==> src/logic/eep_cfg.svh <==
// Purpose: Constants for the byte-erasable nonvolatile array controller.
// Assumes: Registers sit at printed indexes; the byte address is four times the index.
// Notes: Definitions only.
`ifndef EEP_CFG_SVH
`define EEP_CFG_SVH

// Register indexes and bus address width.
`define EEP_IDX_PROGRAM_CONTROL 9'h007
`define EEP_IDX_OPTIONS 9'h100
`define EEP_ADDR_W 11
`define EEP_IDX_W 9

// Control register field positions.
`define EEP_BIT_PUMP 0
`define EEP_BIT_LATCH 1
`define EEP_BIT_ERASE 2
`define EEP_BIT_CLKOUT 3

// Options byte field positions.
`define EEP_BIT_SECURITY 0
`define EEP_BIT_PROTECT 1

// Array geometry: the lower 32 bytes are never protected.
`define EEP_ARRAY_DEPTH 256
`define EEP_UNPROTECTED_TOP 8'h1F
`define EEP_LAST_INDEX 8'hFF

// Data values.
`define EEP_ERASED_BYTE 8'hFF
`define EEP_BLANK_READ 8'hFF
`define EEP_CTRL_RESET 8'h00

`endif

==> src/logic/eep_pkg.sv <==
// Purpose: Types shared by the array controller and its bench.
// Assumes: Constants come from eep_cfg.svh.
// Notes: Control bits travel together as one packed struct.
package eep_pkg;

    // Control register image, most significant field first.
    typedef struct packed {
        logic bus_clock_output_enable;
        logic erase_select;
        logic latch_enable;
        logic pump_enable;
    } eep_ctrl_t;

    // Options latches caught from the options byte.
    typedef struct packed {
        logic upper_region_protect;
        logic security_lock;
    } eep_opts_t;

    // Sequencer states, one-hot.
    typedef enum logic [2:0] {
        EEP_ST_LOAD = 3'b001,
        EEP_ST_RUN = 3'b010,
        EEP_ST_WIPE = 3'b100
    } eep_state_t;

endpackage

==> src/logic/eep_ctrl.sv <==
// Purpose: Control of a 256-byte byte-erasable nonvolatile array behind an Avalon-MM slave.
// Assumes: Software times erase and program waits; halt and self-check arrive as synchronous levels.
// Notes: Program and erase are committed to the array when latch-enable is cleared with the pump on.
`include "eep_cfg.svh"
`timescale 1ns/10ps
`default_nettype none

module eep_ctrl (
    // Clock and reset.
    input wire logic clk,
    input wire logic reset,
    // Avalon-MM slave, byte address.
    input wire logic [`EEP_ADDR_W-1:0] avs_address,
    input wire logic avs_read,
    input wire logic avs_write,
    input wire logic [31:0] avs_writedata,
    input wire logic [3:0] avs_byteenable,
    output logic [31:0] avs_readdata,
    output logic avs_waitrequest,
    // Chip mode inputs.
    input wire logic halt_entry,
    input wire logic self_check_entry,
    // Status outputs.
    output logic pump_active,
    output logic bus_clock_output_enable,
    output logic test_mode_allowed,
    output eep_pkg::eep_opts_t options_latched
);
    import eep_pkg::*;

    logic [7:0] mem [0:`EEP_ARRAY_DEPTH-1];

    eep_ctrl_t ctrl_r;
    eep_opts_t opts_r;
    eep_state_t state_r;
    logic [7:0] wipe_cnt_r;
    logic captured_r;
    logic [7:0] cap_addr_r;
    logic [7:0] cap_data_r;
    logic ack_r;
    logic [31:0] rdata_r;

    logic [`EEP_IDX_W-1:0] idx;
    logic hit_array;
    logic hit_ctrl;
    logic req;
    logic blocked;
    logic wr_done;
    logic wr_ctrl;
    logic commit;

    // Array window covers indexes 0x100 to 0x1FF.
    function automatic logic in_array(input logic [`EEP_IDX_W-1:0] i);
        in_array = i[8];
    endfunction

    // Upper region is locked while the protect latch is zero.
    function automatic logic locked(input logic [7:0] a, input logic prot);
        locked = !prot && (a > `EEP_UNPROTECTED_TOP);
    endfunction

    assign idx = avs_address[`EEP_ADDR_W-1:2];
    assign hit_array = in_array(idx);
    assign hit_ctrl = (idx == `EEP_IDX_PROGRAM_CONTROL);
    assign req = avs_read | avs_write;

    // Array accesses stall while the pump drives the array or the sequencer is busy.
    assign blocked = hit_array && (ctrl_r.pump_enable || state_r != EEP_ST_RUN);
    assign avs_waitrequest = req && !ack_r;
    assign wr_done = avs_write && ack_r && avs_byteenable[0];
    assign wr_ctrl = wr_done && hit_ctrl;

    // Operation ends when software drops latch-enable with the pump running.
    assign commit = wr_ctrl && !avs_writedata[`EEP_BIT_LATCH] && ctrl_r.pump_enable
        && captured_r && !halt_entry;

    // Handshake: one wait cycle, then the answer stands for one edge.
    always_ff @(posedge clk) begin
        if (reset) begin
            ack_r <= 1'b0;
        end else begin
            ack_r <= req && !ack_r && !blocked;
        end
    end

    always_ff @(posedge clk) begin
        if (reset) begin
            rdata_r <= 32'h0000_0000;
        end else if (req && !ack_r && !blocked && avs_read) begin
            if (hit_ctrl) begin
                rdata_r <= {28'h000_0000, ctrl_r};
            end else if (hit_array && ctrl_r.latch_enable) begin
                rdata_r <= {24'h00_0000, `EEP_BLANK_READ};
            end else if (hit_array) begin
                rdata_r <= {24'h00_0000, mem[idx[7:0]]};
            end else begin
                rdata_r <= 32'h0000_0000;
            end
        end
    end

    assign avs_readdata = rdata_r;

    // Control register.
    always_ff @(posedge clk) begin
        if (reset) begin
            ctrl_r <= eep_ctrl_t'(`EEP_CTRL_RESET);
        end else if (halt_entry || state_r == EEP_ST_WIPE) begin
            ctrl_r.erase_select <= 1'b0;
            ctrl_r.latch_enable <= 1'b0;
            ctrl_r.pump_enable <= 1'b0;
        end else if (wr_ctrl) begin
            ctrl_r.bus_clock_output_enable <= avs_writedata[`EEP_BIT_CLKOUT];
            ctrl_r.latch_enable <= avs_writedata[`EEP_BIT_LATCH];
            if (!avs_writedata[`EEP_BIT_LATCH]) begin
                ctrl_r.erase_select <= 1'b0;
                ctrl_r.pump_enable <= 1'b0;
            end else begin
                if (!captured_r) begin
                    ctrl_r.erase_select <= avs_writedata[`EEP_BIT_ERASE];
                end
                if (!ctrl_r.pump_enable) begin
                    ctrl_r.pump_enable <= avs_writedata[`EEP_BIT_PUMP] && captured_r;
                end
            end
        end
    end

    // Capture of the target address and data.
    always_ff @(posedge clk) begin
        if (reset) begin
            captured_r <= 1'b0;
            cap_addr_r <= 8'h00;
            cap_data_r <= 8'h00;
        end else if (!ctrl_r.latch_enable || halt_entry) begin
            captured_r <= 1'b0;
        end else if (wr_done && hit_array && !ctrl_r.pump_enable && !captured_r) begin
            captured_r <= 1'b1;
            cap_addr_r <= idx[7:0];
            cap_data_r <= avs_writedata[7:0];
        end
    end

    // Options latches are loaded from the options byte after every reset.
    always_ff @(posedge clk) begin
        if (reset) begin
            opts_r <= eep_opts_t'(2'b00);
        end else if (state_r == EEP_ST_LOAD) begin
            opts_r.upper_region_protect <= mem[8'h00][`EEP_BIT_PROTECT];
            opts_r.security_lock <= mem[8'h00][`EEP_BIT_SECURITY];
        end
    end

    // Sequencer: load options, run, or wipe the whole array on self-check.
    always_ff @(posedge clk) begin
        if (reset) begin
            state_r <= EEP_ST_LOAD;
            wipe_cnt_r <= 8'h00;
        end else begin
            case (state_r)
                EEP_ST_LOAD: begin
                    state_r <= EEP_ST_RUN;
                end
                EEP_ST_RUN: begin
                    if (self_check_entry) begin
                        state_r <= EEP_ST_WIPE;
                        wipe_cnt_r <= 8'h00;
                    end
                end
                EEP_ST_WIPE: begin
                    wipe_cnt_r <= wipe_cnt_r + 8'h01;
                    if (wipe_cnt_r == `EEP_LAST_INDEX) begin
                        state_r <= EEP_ST_RUN;
                    end
                end
                default: begin
                    state_r <= EEP_ST_LOAD;
                end
            endcase
        end
    end

    // Array storage. Programming can only clear bits, so a byte must be erased first.
    always_ff @(posedge clk) begin
        if (state_r == EEP_ST_WIPE) begin
            mem[wipe_cnt_r] <= `EEP_ERASED_BYTE;
        end else if (commit && !locked(cap_addr_r, opts_r.upper_region_protect)) begin
            if (ctrl_r.erase_select) begin
                mem[cap_addr_r] <= `EEP_ERASED_BYTE;
            end else begin
                mem[cap_addr_r] <= mem[cap_addr_r] & cap_data_r;
            end
        end
    end

    assign pump_active = ctrl_r.pump_enable;
    assign bus_clock_output_enable = ctrl_r.bus_clock_output_enable;
    assign test_mode_allowed = opts_r.security_lock;
    assign options_latched = opts_r;

endmodule

`default_nettype wire

==> config.mk <==
export PLATFORM = sky130hd
export DESIGN_NAME = eep_ctrl
export DESIGN_NICKNAME = d
export VERILOG_FILES = /design/src/logic/eep_pkg.sv /design/src/logic/eep_ctrl.sv
export VERILOG_INCLUDE_DIRS = /design/src /design/src/logic
export SDC_FILE = /design/constraint.sdc
export NUM_CORES = 2
export LEC_CHECK = 0
export BUFFER_PORTS_ARGS = -buffer_cell sky130_fd_sc_hd__buf_2
export CAP_MARGIN = 20
export CORE_ASPECT_RATIO = 1.1
export CORE_UTILIZATION = 60
export CTS_CLUSTER_SIZE = 20
export DETAILED_ROUTE_END_ITERATION = 6
export PLACE_DENSITY_LB_ADDON = 0.25
export SLEW_MARGIN = 20
export SYNTH_ARGS = -nofsm -noshare
export SYNTH_HDL_FRONTEND = slang
export SYNTH_SLANG_ARGS = --single-unit
==> constraint.sdc <==
create_clock -name clk -period 16.46 [get_ports clk]
set_clock_uncertainty 0.05 [all_clocks]
set_input_delay 3.292 -clock clk [delete_from_list [all_inputs] [get_ports clk]]
set_output_delay 3.292 -clock clk [all_outputs]
set_load 0.1 [all_outputs]
# After elaboration in Yosys (flattened, before gate mapping)
# Memory sizes are Yosys's and may differ from the RTL's. A register that Yosys moved wholly into a read port is not among the register bits.
# Cells that the tools add are included.
# W data, S select, Z words.
# totals
reg_bits	65
ram_bits	2048
input_bits	53
out_inout_bits	38
n_memories	1
# classes
add_sub_neg	1
n_lt_le_gt_ge	1
n_eq_ne	9
mux	28
bitwise_logic	5
reduce_logical	39
# memory_table
memory	depth	width	read_ports	rd_ports_with_merged_regs	wr	line	source
mem	256	8	3	2	1	eep_ctrl.sv:31	logic [7:0] mem [0:`EEP_ARRAY_DEPTH-1];
# ops
cell	n
$mux W8	9
$logic_and A1 B1 Y1	18
$pmux W8 S2	1
$mux W1	15
$reduce_and A2 Y1	5
$eq A9 B3 Y1 const B	1
$logic_not A1 Y1	9
$pmux W3 S3	1
$add A8 B1 Y8 const B	1
$and A8 B8 Y8	1
$eq A8 B8 Y1 const B	1
$gt A8 B5 Y1 const B	1
$reduce_or A8 Y1	1
$mux W3	2
$ne A2 B2 Y1 const B	2
$reduce_or A2 Y1	2
$eq A3 B1 Y1 const B	1
$eq A3 B2 Y1 const B	1
$eq A3 B3 Y1 const B	1
$logic_or A1 B1 Y1	3
$ne A3 B2 Y1 const B	1
$ne A2 B1 Y1 const B	1
$not A1 Y1	2
$or A1 B1 Y1	2
$reduce_bool A2 Y1	1

# Depth between registers and ports, before layout
# depth
word_depth	14
ltp_mapped	14
ltp_nobuf	8

# Worst setup path after synthesis
# OpenSTA, ideal clock, no wires.
# synth_path
path_kind	flip-flop to flip-flop
start	register (tool-made name)
end	memory mem[0][5] (data pin)
setup_ns	2.186
arrival_ns	11.860
required_time_ns	14.224
path_slack_ns	2.364
stages_incl_launch_ff	10
n_path_buf	4
path_cell_list	dfxtp_1 > clkbuf_1 > buf_2 > buf_1 > clkbuf_1 > mux4_2 > mux2i_1 > o22ai_1 > nor3_1 > o21ai_0
# synth_rtl
item	line
end: declaration	eep_ctrl.sv:31

# Final worst setup path
# layout_path
start	input port avs_address[9]
end	memory mem[6][3], enable pin
# layout_via
elab_chain_cells	13
# layout_lines
item	line	source
start: declaration	eep_ctrl.sv:13	input wire logic [`EEP_ADDR_W-1:0] avs_address,
$eq A9 B3 Y1 (no source line) (*)	n/a	
$logic_and A1 B1 Y1 (*)	eep_ctrl.sv:71	assign wr_ctrl = wr_done && hit_ctrl;
$logic_and A1 B1 Y1 (*) (4 in series)	eep_ctrl.sv:74	assign commit = wr_ctrl && !avs_writedata[`EEP_BIT_LATCH] && ctrl_r.pump_enable
$logic_and A1 B1 Y1 (*)	eep_ctrl.sv:187	end else if (commit && !locked(cap_addr_r, opts_r.upper_region_protect)) begin
$mux W1	eep_ctrl.sv:187	
$mux W1	eep_ctrl.sv:185	if (state_r == EEP_ST_WIPE) begin
$mux W1, on equally long branches	n/a	
$or A1 B1 Y1 (no source line) (*)	n/a	
$reduce_or A8 Y1 (no source line)	n/a	
$mux W8 (no source line) / $mux W1 (equally long branches)	n/a	
# Every way passes the cells marked *; elsewhere a longest branch is shown, timed or not.

==> flow_summary.ini <==
[setup_path]
critPathKind = primary input to flop
critPathLaunchType = primary input
critPathCaptureType = flop
r2r_setup_slack_ns = 8.97
critPathRequiredTime_ns = 16.89
rr_worst_depth = 12
path_cells = buf_2, buf_4, nor2_1, nand4_1, or4_1, o31ai_2, nand2_1, nor2_1
path_max_fanout = 27
critPathMaxStageDelay_ns = 1.08
cpMaxStageDelayCell = nor2_1
regToRegEndpoint = mem[21][3]
cpMostUsedCell = nor2_1
critical_path_arrival_ns = 8.44

[synth]
synth_enable_flop_cells = 2048
synth_ff_type = edfxtp_1
syn_area_um2 = 99000
synth.distinct_cells = 83
synth_top_area_frac = 0.621
syn-mean-instance-area_um2 = 19.8
syn_inst = 4988
async_flop_share = 0
synth_top_area_cell = edfxtp_1
yosys_warnings = 0
synthTopCellsByArea = edfxtp_1, mux4_2, mux2i_1, nor2_1, dfxtp_1
ys_ff_latch = 2099
ys_seq_area_frac = 0.632

[run]
drv_cap = 0

[clock_network]
insertion_delay_ns = 0.89
cts.repair.resized = 0
h-tree-depth = 4
cts_tree = built
cts_num_sinks = 2099
clk_pin_slew_worst_paths_ns = 0.06
cts_buffers = 203
cts_buffer_depth = 3
cts_hold_buf = 0
cts_root_buf = clkbuf_16
postCtsSetupBuffers = 0

[outcome]
outcome = complete, but fails checks
violations = DRC

[place]
io_buffers = 37
postPlaceCellArea_um2 = 101000
hpwl_um = 187000
place_ws_ns = 7.80
place_congestion = 0.993

[routing]
post-route-drc-count = 3
drt_iter0_markers = 8942
wl_per_cell_um = 40.6
avgViaCountPerCell = 7.67
vias = 56335
dr.pass1.iters = 7
routed_wirelength_um = 298000
ant_nets = 0

[power]
power_w = 0.0107
clkPwrFrac = 0.427
power_frac_comb = 0.033
swShare = 0.217
power_switching_w = 0.00232
leakagePower_nw = 35.3
seq_power_share = 0.540
ir_worst_vdd_mv = 0.101
power_density_nw_per_um2 = 99.7
internal-power_w = 0.00838

[layout]
fin_area_um2 = 107000
multi_input_area_um2 = 34100
final_common_cell = edfxtp_1
fillers = 10436
layout.nets = 5024
area_delta_synth_final_pct = 8.39
register_area_um2 = 62500
drive_gt1_frac = 0.315
final_cell_mix = edfxtp_1, mux4_2, nor2_1

[sta]
slew_violations = 0
max_freq_mhz = 125
setup_viol = 0
rsz0062_at_grt = false
period_minus_slack_ns = 8.01
tns_ns = 0
period_share = 0.486
hold_viol = 0
slew_headroom = 0.144
finalWorstSetupSlack_ns = 8.45
worstMarginPinSlew_ns = 1.25

[global_route]
antenna_found_initial = 17
grt_pass1_wl_um = 418000
grt_pass1_vias = 55312
grt-ovfl-total = 0
grt_max_degree = 209
grt_use_total = 0.362

[hold_path]
hold_end = cap_data_r[4]
min-delay-start = cap_data_r[4]
holdPathStages = 2
hold_path_class = flop to flop

[floorplan]
die_area_um2 = 167000
die_x_um = 389
io_pins = 91
start_util = 0.607
rows = 155
core_area_um2 = 163000
die_h_um = 428
[logic make-up (layout without fill, tap and decap cells)]
logic type / after synthesis / count (layout) / share of synthesized area
compound gates: 411 / 411 / 0.0285
fa+ha+maj: 1 / 1 / 0.000126
buf+inv: 426 / 554 / 0.0267
flops: 2099 / 2099 / 0.632
mux: 1371 / 1371 / 0.283
other cells: 1 / 35 / 0.0000379
simple gates: 679 / 679 / 0.0300
[area by class of cell]
type / count / share of cell area
multi-input cells: 2486 / 0.318
repair buffers: 172 / 0.0136
inverters: 8 / 0.000327
diodes: 11 / 0.000257
clock inverters: 111 / 0.00985
flip-flops and latches: 2099 / 0.583
well taps: 2198 / 0.0256
clock buffers: 263 / 0.0498
[registers in the layout, indices dropped and copies added (netlist names), named ones only]
signal / cells
wipe_cnt_r: 8
test_mode_allowed: 1
state_r: 3
options_latched: 1
pump_active: 1
mem: 2048
bus_clock_output_enable: 1
captured_r: 1
cap_data_r: 8
avs_readdata: 8
ctrl_r: 2
cap_addr_r: 8
ack_r: 1
[cell usage after synthesis, drive strengths merged, types with 17 or more instances]
cell type / instances
o21ai: 65
o221ai: 28
clkbuf: 152
mux2i: 225
o22ai: 44
nor3: 41
a21oi: 101
mux4: 1133
nor2: 324
nand2: 171
a22oi: 46
a221oi: 27
edfxtp: 2048
nor2b: 18
dfxtp: 51
buf: 265
a211oi: 17
nand3: 39
[worst max-delay path by stage]
| stage | slack, ns | endpoint | from | cells past startpoint |
|---|---|---|---|---|
| 2_1_floorplan | 2.36 | mem[0][5] | flop | 9 |
| 3_3_place_gp | 7.81 | avs_readdata[3] | avs_address[2] | 10 |
| 3_5_place_dp | 7.80 | avs_readdata[3] | avs_address[2] | 10 |
| 4_1_cts | 8.68 | avs_readdata[3] | avs_address[2] | 10 |
| 5_1_grt | 8.43 | avs_readdata[3] | avs_address[2] | 10 |
| 6_report | 8.45 | mem[6][3] | avs_address[9] | 8 |
[metal layers]
layer / vias up / track usage / part of all wire
met4: 6 / 0.197 / 0.065
met5: - / 0.000866 / 0.00015
met3: 804 / 0.109 / 0.15
met2: 4625 / 0.525 / 0.45
li1: 21451 / - / -
met1: 29449 / 0.498 / 0.34
[power groups by stage]
stage | sequential, W | clock [W] | combinational (W)
6_report | 0.00577 | 0.00457 | 0.000350
5_1_grt | 0.00577 | 0.00477 | 0.000350
4_1_cts | 0.00577 | 0.00458 | 0.000337
3_5_place_dp | 0.00589 | 0 | 0.000336
3_3_place_gp | 0.00589 | 0 | 0.000336
2_1_floorplan | 0.00589 | 0 | 0.000234
[metrics by stage]
step	std cells	hold slack, ns	utilization
global placement	6954	0.396	0.617
CTS	7332	0.407	0.657
global route	7337	0.439	0.658
detailed placement	6958	0.398	0.618
floorplan	5011	0.382	-
finish	7348	0.407	0.658
[critical path, delay by kind of cell]
family / cells / cell delay (ns)
and+or+nand+nor: 5 / 3.83
buffers and inverters: 2 / 0.39
AOI/OAI and AO/OA: 1 / 0.83
Note: power is estimated with default switching activity, not from simulation.
